File: src/verilog/atb_map.vh
// constants for the acquisition time base
`ifndef ATB_MAP_VH
`define ATB_MAP_VH
`define ATB_RATE_W      3
`define ATB_RATE_400M   3'h0
`define ATB_RATE_200M   3'h1
`define ATB_CNT_W       16
`define ATB_DIV_W       16
`define ATB_FINE_W      20
`define ATB_PRE_RESET   16'h0000
`define ATB_POST_RESET  16'h0000
`define ATB_FINE_RESET  20'h00000
`define ATB_STRETCH     375
`endif

File: src/verilog/atb_time_base.v
// acquisition time base: sample clock gating, pre/post counts, fine timer
//
// Operation
// - at the two top rates the sample clock comes straight from reference
// - at 100 MHz and slower the sample clock comes from the divider
// - clock gating is synchronised so only whole pulses reach converter
// - programmable dividers make the remaining sample rates from reference
// - separate counters set pre-trigger and post-trigger sample counts
// - after pre-trigger samples are taken, arm goes to the trigger logic
// - on trigger, post-trigger counter counts down from programmed count
// - at zero, sampling halts; acquisition-complete goes to processor once the fine counter stops
// - after trigger, pulse to interpolator lasts until next sample edge
// - fine counter runs on the sample clock while interpolator stretches
// - fine counter stops at interpolator done; its count is kept
`timescale 1ns/1ps
`default_nettype none
`include "atb_map.vh"

module atb_time_base #(
    parameter CNT_W  = `ATB_CNT_W,
    parameter DIV_W  = `ATB_DIV_W,
    parameter FINE_W = `ATB_FINE_W
) (
    // clock and reset
    input  wire                   sys_clk,
    input  wire                   resetn,
    // processor control; rate, divider and counts held steady during an acquisition
    input  wire                   acq_start,
    input  wire [`ATB_RATE_W-1:0] rate_sel,
    input  wire [DIV_W-1:0]       div_ratio,
    input  wire [CNT_W-1:0]       pre_count,
    input  wire [CNT_W-1:0]       post_count,
    // trigger logic
    input  wire                   trig_in,
    output reg                    arm_out,
    // fine interpolator
    output reg                    interp_pulse,
    input  wire                   interp_done,
    // converter sample clock source select and enable
    output reg                    ref_sel,
    output reg                    sample_en,
    // processor status
    output reg                    acq_busy,
    output reg                    acq_done,
    output reg  [FINE_W-1:0]      fine_count
);

    // the processor holds rate_sel, div_ratio and both counts steady from
    // acq_start to acq_done; changes mid-run are not supported
    // fine_count counts sys_clk cycles, standing in for the sample-rate
    // clock, and stops only on interp_done once interp_pulse has ended
    // limitation: a lost interp_done keeps the run busy until a new start

    // one-hot acquisition states
    localparam [4:0] ST_IDLE = 5'h01;
    localparam [4:0] ST_PRE  = 5'h02;
    localparam [4:0] ST_ARM  = 5'h04;
    localparam [4:0] ST_POST = 5'h08;
    localparam [4:0] ST_DONE = 5'h10;

    reg [4:0]        state_reg;
    reg [4:0]        state_next;
    reg [DIV_W-1:0]  div_reg;
    reg [CNT_W-1:0]  pre_reg;
    reg [CNT_W-1:0]  post_reg;
    reg              fine_run_reg;
    reg              trig_seen_reg;
    wire             div_tick;
    wire             sample_tick;
    wire             top_rate;
    wire             tick_ahead;
    wire             post_spent;

    // true when the rate code selects one of the two reference rates
    function is_top_rate;
        input [`ATB_RATE_W-1:0] code;
        begin
            is_top_rate = (code == `ATB_RATE_400M) ||
                          (code == `ATB_RATE_200M);
        end
    endfunction

    assign top_rate = is_top_rate(rate_sel);
    assign div_tick = (div_reg == {DIV_W{1'b0}});
    // one sample per divider wrap; at top rates every edge is a sample
    assign sample_tick = top_rate ? 1'b1 : div_tick;
    // a sample falls in the coming cycle; a start reloads the divider
    assign tick_ahead = top_rate || (div_ratio == {DIV_W{1'b0}}) ||
                        (!acq_start &&
                         div_reg == {{(DIV_W-1){1'b0}}, 1'b1});
    // no post-trigger samples left once this edge has passed
    assign post_spent = (state_next == ST_POST) &&
                        ((post_reg == {CNT_W{1'b0}}) ||
                         (state_reg == ST_POST && sample_tick &&
                          post_reg == {{(CNT_W-1){1'b0}}, 1'b1}));

    // divider, free running but reloaded at every start so its phase is known
    always @(posedge sys_clk or negedge resetn) begin
        if (!resetn) begin
            div_reg <= {DIV_W{1'b0}};
        end else if (acq_start || div_tick) begin
            div_reg <= div_ratio;
        end else begin
            div_reg <= div_reg - {{(DIV_W-1){1'b0}}, 1'b1};
        end
    end

    // acquisition sequence
    always @* begin
        state_next = state_reg;
        case (state_reg)
            ST_IDLE: begin
                state_next = state_reg;
            end
            ST_PRE: begin
                if (sample_tick && pre_reg <= {{(CNT_W-1){1'b0}}, 1'b1})
                    state_next = ST_ARM;
            end
            ST_ARM: begin
                if (trig_in)
                    state_next = ST_POST;
            end
            ST_POST: begin
                // done waits for the fine count as well, so the processor
                // never reads a count that is still moving
                if (post_reg == {CNT_W{1'b0}} && !fine_run_reg)
                    state_next = ST_DONE;
            end
            ST_DONE: begin
                state_next = state_reg;
            end
            default: begin
                state_next = ST_IDLE;
            end
        endcase
        if (acq_start)
            state_next = (pre_count == {CNT_W{1'b0}}) ? ST_ARM : ST_PRE;
    end

    // state and counters
    always @(posedge sys_clk or negedge resetn) begin
        if (!resetn) begin
            state_reg <= ST_IDLE;
            pre_reg   <= `ATB_PRE_RESET;
            post_reg  <= `ATB_POST_RESET;
        end else begin
            state_reg <= state_next;
            if (acq_start) begin
                pre_reg  <= pre_count;
                post_reg <= post_count;
            end else begin
                if (state_reg == ST_PRE && sample_tick)
                    pre_reg <= pre_reg - {{(CNT_W-1){1'b0}}, 1'b1};
                if (state_reg == ST_POST && sample_tick &&
                        post_reg != {CNT_W{1'b0}})
                    post_reg <= post_reg - {{(CNT_W-1){1'b0}}, 1'b1};
            end
        end
    end

    // sample enable: changes only on a clock edge and only at sample ticks,
    // so the gated converter clock never sees a truncated pulse
    always @(posedge sys_clk or negedge resetn) begin
        if (!resetn) begin
            sample_en <= 1'b0;
            ref_sel   <= 1'b0;
        end else begin
            ref_sel   <= top_rate;
            sample_en <= (state_next == ST_PRE || state_next == ST_ARM ||
                          state_next == ST_POST) &&
                         tick_ahead && !post_spent;
        end
    end

    // arm, interpolator pulse and fine interval counter
    always @(posedge sys_clk or negedge resetn) begin
        if (!resetn) begin
            arm_out       <= 1'b0;
            interp_pulse  <= 1'b0;
            trig_seen_reg <= 1'b0;
            fine_run_reg  <= 1'b0;
            fine_count    <= `ATB_FINE_RESET;
        end else if (acq_start) begin
            arm_out       <= (state_next == ST_ARM);
            interp_pulse  <= 1'b0;
            trig_seen_reg <= 1'b0;
            fine_run_reg  <= 1'b0;
            fine_count    <= `ATB_FINE_RESET;
        end else begin
            arm_out <= (state_next == ST_ARM);
            // pulse from trigger until the next sample edge
            if (state_reg == ST_ARM && trig_in && !trig_seen_reg) begin
                trig_seen_reg <= 1'b1;
                interp_pulse  <= ~sample_tick;
                fine_run_reg  <= 1'b1;
            end else if (interp_pulse && sample_tick) begin
                interp_pulse <= 1'b0;
            end
            // count sample-rate clocks until the stretch is over
            if (fine_run_reg) begin
                if (interp_done && !interp_pulse)
                    fine_run_reg <= 1'b0;
                else
                    fine_count <= fine_count +
                                  {{(FINE_W-1){1'b0}}, 1'b1};
            end
        end
    end

    // status to processor
    always @(posedge sys_clk or negedge resetn) begin
        if (!resetn) begin
            acq_busy <= 1'b0;
            acq_done <= 1'b0;
        end else begin
            acq_busy <= (state_next != ST_IDLE) && (state_next != ST_DONE);
            acq_done <= (state_next == ST_DONE);
        end
    end

endmodule // atb_time_base
`default_nettype wire
File: config.mk
export PLATFORM = sky130hd
export DESIGN_NAME = atb_time_base
export DESIGN_NICKNAME = d
export VERILOG_FILES = /design/src/verilog/atb_time_base.v
export VERILOG_INCLUDE_DIRS = /design/src /design/src/verilog
export SDC_FILE = /design/constraint.sdc
export NUM_CORES = 1
export LEC_CHECK = 0
export BUFFER_PORTS_ARGS = -buffer_cell sky130_fd_sc_hd__buf_2
export CAP_MARGIN = 20
export CORE_ASPECT_RATIO = 0.75
export CORE_MARGIN = 5
export CORE_UTILIZATION = 40
export DETAILED_ROUTE_END_ITERATION = 6
export HOLD_SLACK_MARGIN = 0.03
export PLACE_DENSITY_LB_ADDON = 0.2
export SLEW_MARGIN = 15
export SYNTH_ARGS = -nofsm -noshare
export SYNTH_HDL_FRONTEND = slang
export SYNTH_SLANG_ARGS = --single-unit
File: constraint.sdc
create_clock -name sys_clk -period 2.25 [get_ports sys_clk]
set_input_delay 0 -clock sys_clk [delete_from_list [all_inputs] [get_ports sys_clk]]
set_output_delay 0 -clock sys_clk [all_outputs]
set_load 0.02 [all_outputs]
Word-level counts from Yosys, hierarchy flattened
Cells that the tools add are included.
Word-level totals
  bits in registers: 81
  bits in latches: 0
  memory bits (writable): 0
  memory bits (read-only): 0
  bits of input ports: 56
  output and inout bits: 26
  logic and storage cells: 98
  memories: 0
Operators by class
  add/subtract/negate cells: 4
  multiply operators: 0
  div/mod/pow operators: 0
  magnitude comparators: 1
  equality and inequality tests: 15
  shifts and indexed selects: 0
  muxes and demuxes: 24
  bitwise operators: 1
  reductions and logical operators: 40
Operators with widths (count)
  two-way mux 16 bit: 5
  logical NOT 16 bit: 4
  two-way mux 20 bit: 3
  subtractor 16 x 1 -> 16 bit, second input constant: 3
  == test 16 x 1 -> 1 bit, second input constant: 2
  adder 20 x 1 -> 20 bit, second input constant: 1
  two-way mux 5 bit: 4
  one-hot mux 5 bit (4 select lines): 1
  less-or-equal comparator 16 x 1 -> 1 bit, second input constant: 1
  nonzero test 16 bit: 1
  logical AND 1 bit: 15
  == test 5 x 2 -> 1 bit, second input constant: 2
  == test 5 x 3 -> 1 bit, second input constant: 2
  == test 5 x 4 -> 1 bit, second input constant: 2
  == test 5 bit, second input constant: 2
  two-way mux 1 bit: 10
  nonzero test 2 bit: 4
  logical OR 1 bit: 7
  == test 5 x 1 -> 1 bit, second input constant: 1
  logical NOT 1 bit: 5
  inequality test 5 x 1 -> 1 bit, second input constant: 1
  inequality test 5 bit, second input constant: 1
  == test 3 x 1 -> 1 bit, second input constant: 1
  logical NOT 3 bit: 1
  other kinds (6): 6

Logic depth before layout (Yosys ltp)
  depth after elaboration: 12
  mapped depth: 10
  depth with buffers taken out: 7

Worst setup path before layout
OpenSTA, ideal clock, no wires.
  path kind: reg2reg
  start point: reg pre_reg[7]
  end point: reg pre_reg[15]
  setup time: 0.082 ns
  data arrival time: 2.224 ns
  required time: 2.168 ns
  slack: -0.056 ns
  stages on the path, launching flop included: 6
  path buffers: 0
  clock period less this slack: 2.306 ns
  cell sequence: dfrtp_1 or4_4 or3_1 or4_1 or3_1 a31oi_1
On the way
  word-level cells in the longest chain between the ends: 3
RTL lines
  start: declaration: line atb_time_base.v:64  | reg [CNT_W-1:0] pre_reg;
  start signal: assignment: line atb_time_base.v:144  | pre_reg <= `ATB_PRE_RESET;
  start signal: assignment: line atb_time_base.v:149  | pre_reg <= pre_count;
  start signal: assignment: line atb_time_base.v:153  | pre_reg <= pre_reg - {{(CNT_W-1){1'b0}}, 1'b1};
  subtractor 16 x 1 -> 16 bit: line atb_time_base.v:153
  two-way mux 16 bit: line atb_time_base.v:152  | if (state_reg == ST_PRE && sample_tick)
  two-way mux 16 bit: line atb_time_base.v:148  | if (acq_start) begin
Every way passes these cells. The select of a mux whose other input is x is not followed.
A chain may end at the register's enable or synchronous reset.

Final worst setup path
  start point: reg pre_reg[5]
  end point: reg pre_reg[15]
Same word-level chain as after synthesis.

==> flow_metrics.env <==
export IMPL_syn_nets=575
export IMPL_outcome="finished, violations left"
export IMPL_final_cell_area_sq_um=6540
export IMPL_grt_pass1_vias=4441
export IMPL_sequentialPowerShare_pct=41.8
export IMPL_global_route_wire_length_before_repair_um=21000
export IMPL_router_iterations_before_antenna_repair=5
export IMPL_cts_inserted_buffers=9
export IMPL_cap_violations=0
export IMPL_cp_data_arrival_time_ns=2.55
export IMPL_starting_density_of_the_core_pct=40.3
export IMPL_post_route_drc_count=0
export IMPL_worstPathRequired_ns=2.50
export IMPL_cts_root_buf="sky130_fd_sc_hd__clkbuf_16"
export IMPL_worst_clock_skew_ns=0.00944
export IMPL_layout_nets=751
export IMPL_ys_types=57
export IMPL_die_area_sq_um=13800
export IMPL_power_per_cell_area_nw_per_um2=598
export IMPL_final_min_period_over_clock_period_pct=102
export IMPL_total_switching_power_w=0.00105
export IMPL_fin_crit_ns=2.30
export IMPL_grt_overflow=0
export IMPL_detail_route_wl_per_cell_um=15.9
export IMPL_tightestPinTransition_ns=0.738
export IMPL_num_io_pins=82
export IMPL_relSlewSlack_pct=50.8
export IMPL_count_of_h_tree_levels_built_during_cts=3
export IMPL_regMostFlops="fine_count"
export IMPL_placed_area_sq_um=5520
export IMPL_synth_cells_most_frequent="80 x sky130_fd_sc_hd__dfrtp_1, 57 x sky130_fd_sc_hd__nand2_1, 45 x sky130_fd_sc_hd__nor2_1, 42 x sky130_fd_sc_hd__o21ai_0, 31 x sky130_fd_sc_hd__xnor2_1"
export IMPL_intPower_w=0.00286
export IMPL_ys_warnings_count=0
export IMPL_finalPower_w=0.00391
export IMPL_final_hold_viol_count=0
export IMPL_largest_reg_flops=20
export IMPL_drtAntennaViolNets=0
export IMPL_placed_instances=764
export IMPL_hp_class="in -> reg"
export IMPL_die_h_um=103
export IMPL_drt_iter0_drc=259
export IMPL_grt_util_all_layers_pct=18.8
export IMPL_placement_setup_worst_slack_ns=-0.0732
export IMPL_p_leak_nw=2.78
export IMPL_clock_path_buffers=2
export IMPL_sw_frac_of_total_pct=26.8
export IMPL_timing_max_transition_violations_final=0
export IMPL_crit_path_start_kind="flop"
export IMPL_path_clk_slew_ns=0.07
export IMPL_combined_area_of_all_synthesized_cells_sq_um=4610
export IMPL_largest_fanout_of_any_net_on_the_critical_path=3
export IMPL_setup_worst_path_end_class="flop"
export IMPL_synth_seq_cells=81
export IMPL_ys_async_sr_fraction_pct=100
export IMPL_unrepaired_setup_endpoints_after_global_routing="true"
export IMPL_antennaDiodeCount=0
export IMPL_finalWorstSetupSlack_ns=-0.0481
export IMPL_ys_seq_area_share_pct=44.0
export IMPL_setup_violations_final=3
export IMPL_yosysTopAreaCellShare_pct=43.4
export IMPL_synth_area_per_cell_sq_um=9.04
export IMPL_most_repeated_cell_in_the_gate_level_netlist_after_synthesis="sky130_fd_sc_hd__dfrtp_1"
export IMPL_worst_ir_drop_vdd_mv=0.446
export IMPL_route_final_wire_length_um=13200
export IMPL_fin_setup_tns_ns=-0.0981
export IMPL_antenna_found_initial=0
export IMPL_yosys_area_top_type="sky130_fd_sc_hd__dfrtp_1"
export IMPL_failing_checks="setup timing"
export IMPL_coreArea_sq_um=11400
export IMPL_worstSkewPairLatency_ns=0.34
export IMPL_via_per_inst=5.40
export IMPL_clock_network_fraction_of_design_power_pct=41.2
export IMPL_dp_hpwl_um=8970
export IMPL_tritoncts_clock_tree="yes"
export IMPL_synth_enable_flop_cells=0
export IMPL_synthesis_instances=510
export IMPL_layout_cells_non_filler=835
export IMPL_via_count_of_the_routed_design=4509
export IMPL_synth_area_top_cells="sky130_fd_sc_hd__dfrtp_1 43%, sky130_fd_sc_hd__xnor2_1 5.9%, sky130_fd_sc_hd__nand2_1 4.6%"
export IMPL_die_width_um=134
export IMPL_tritoncts_num_sinks=81
export IMPL_gp_congestion=0.821
export IMPL_crit_type="reg -> reg"
export IMPL_place_port_buffers=80
export IMPL_area_growth_syn_to_layout_pct=41.9
export IMPL_combinationalPowerShare_pct=17.0
export IMPL_pin_count_of_the_biggest_net_entering_global_routing=75
export IMPL_ys_flop_type="sky130_fd_sc_hd__dfrtp_1"
export IMPL_max_freq_ghz=0.435
export IMPL_drive_gt1_share_pct=28.8
export IMPL_floorplan_rows=34
[power by group through the flow]
stage,clock [W],combinational [W],sequential [W]
4_1_cts,0.00165,0.000635,0.00162
2_1_floorplan,0,0.000280,0.00165
5_1_grt,0.00171,0.000737,0.00165
3_3_place_gp,0,0.000550,0.00164
3_5_place_dp,0,0.000563,0.00165
6_report,0.00161,0.000663,0.00164
[cell type report]
class | count | area, sq um
fill | 1035 | 4910
timing repair buffer | 188 | 1350
clock inverter | 7 | 100
inverter | 18 | 67.6
multi-input combinational | 388 | 2590
clock buffer | 9 | 225
sequential | 81 | 2030
tap | 144 | 180
[cells by family (layout without fill, tap and decap cells)]
| logic type | count (synthesis) | in the layout | synth area share [%] |
|---|---|---|---|
| AO/OA/AOI/OAI | 115 | 115 | 16.3 |
| XOR/XNOR | 43 | 43 | 8.17 |
| adder cells (fa/ha/maj) | 9 | 9 | 2.44 |
| flip-flops | 81 | 81 | 44.0 |
| AND/OR/NAND/NOR | 213 | 213 | 23.8 |
| buffers and inverters | 41 | 222 | 3.39 |
| multiplexers | 8 | 8 | 1.85 |
[per-layer routing]
metal / GRT usage [%] / vias to the layer above / part of all wire, % / wire [um]
met2: 31.0 / 111 / 47 / 6230
met3: 4.05 / 21 / 4.9 / 655
met4: 5.22 / 0 / 1.6 / 218
met5: 0 / - / 0 / 0
met1: 25.5 / 2155 / 46 / 6130
li1: - / 2222 / - / -
[worst paths after layout]
| check | start | slack, ns | endpoint | depth (start not counted) |
|---|---|---|---|---|
| min in group asynchronous | resetn | 0.09 | pre_reg[7] | 2 |
| max reg2reg | pre_reg[5] | -0.05 | pre_reg[15] | 5 |
| min reg2reg | trig_seen_reg | 0.54 | trig_seen_reg | 2 |
| max | pre_reg[5] | -0.05 | pre_reg[15] | 5 |
| min | trig_in | 0.06 | trig_seen_reg | 3 |
| max in group asynchronous | resetn | 1.50 | state_reg[0] | 3 |
[through the flow]
stage / hold slack, ns / util, %
after floorplan: -0.296 / -
after global placement: -0.0838 / 48.3
after detailed placement: -0.0858 / 48.3
after CTS: 0.0531 / 55.7
after global routing: 0.0524 / 57.1
final: 0.0642 / 57.1
[placed cells by master, fill, tap and decap left out, types with 12 or more instances in the layout]
cell,count
sky130_fd_sc_hd__dfrtp_1,80
sky130_fd_sc_hd__buf_2,80
sky130_fd_sc_hd__nand2_1,57
sky130_fd_sc_hd__buf_4,57
sky130_fd_sc_hd__dlygate4sd3_1,49
sky130_fd_sc_hd__nor2_1,44
sky130_fd_sc_hd__o21ai_0,41
sky130_fd_sc_hd__xnor2_1,31
sky130_fd_sc_hd__a21oi_1,20
sky130_fd_sc_hd__nor4_1,19
sky130_fd_sc_hd__or3_1,17
sky130_fd_sc_hd__inv_1,15
sky130_fd_sc_hd__nand4_1,13
sky130_fd_sc_hd__xor2_1,12
sky130_fd_sc_hd__nand3_1,12
[worst max-delay path: stages (launching register included)]
cell and delay [ns]:
sky130_fd_sc_hd__dfrtp_1 0.38, sky130_fd_sc_hd__or4_4 0.54, sky130_fd_sc_hd__or3_4 0.37, sky130_fd_sc_hd__or4_4 0.42, sky130_fd_sc_hd__or3_1 0.35, sky130_fd_sc_hd__a31oi_1 0.16
[repair_timing]
action                                  4_1_cts  5_1_grt
gates resized for setup                      10       34
hold endpoints to repair                    128        0
hold buffers                                 49        0
endpoints found under the setup margin       12       28
pin swaps                                     4        4
buffers inserted                              2        4
No activity file was read; power rests on OpenSTA's default activity.
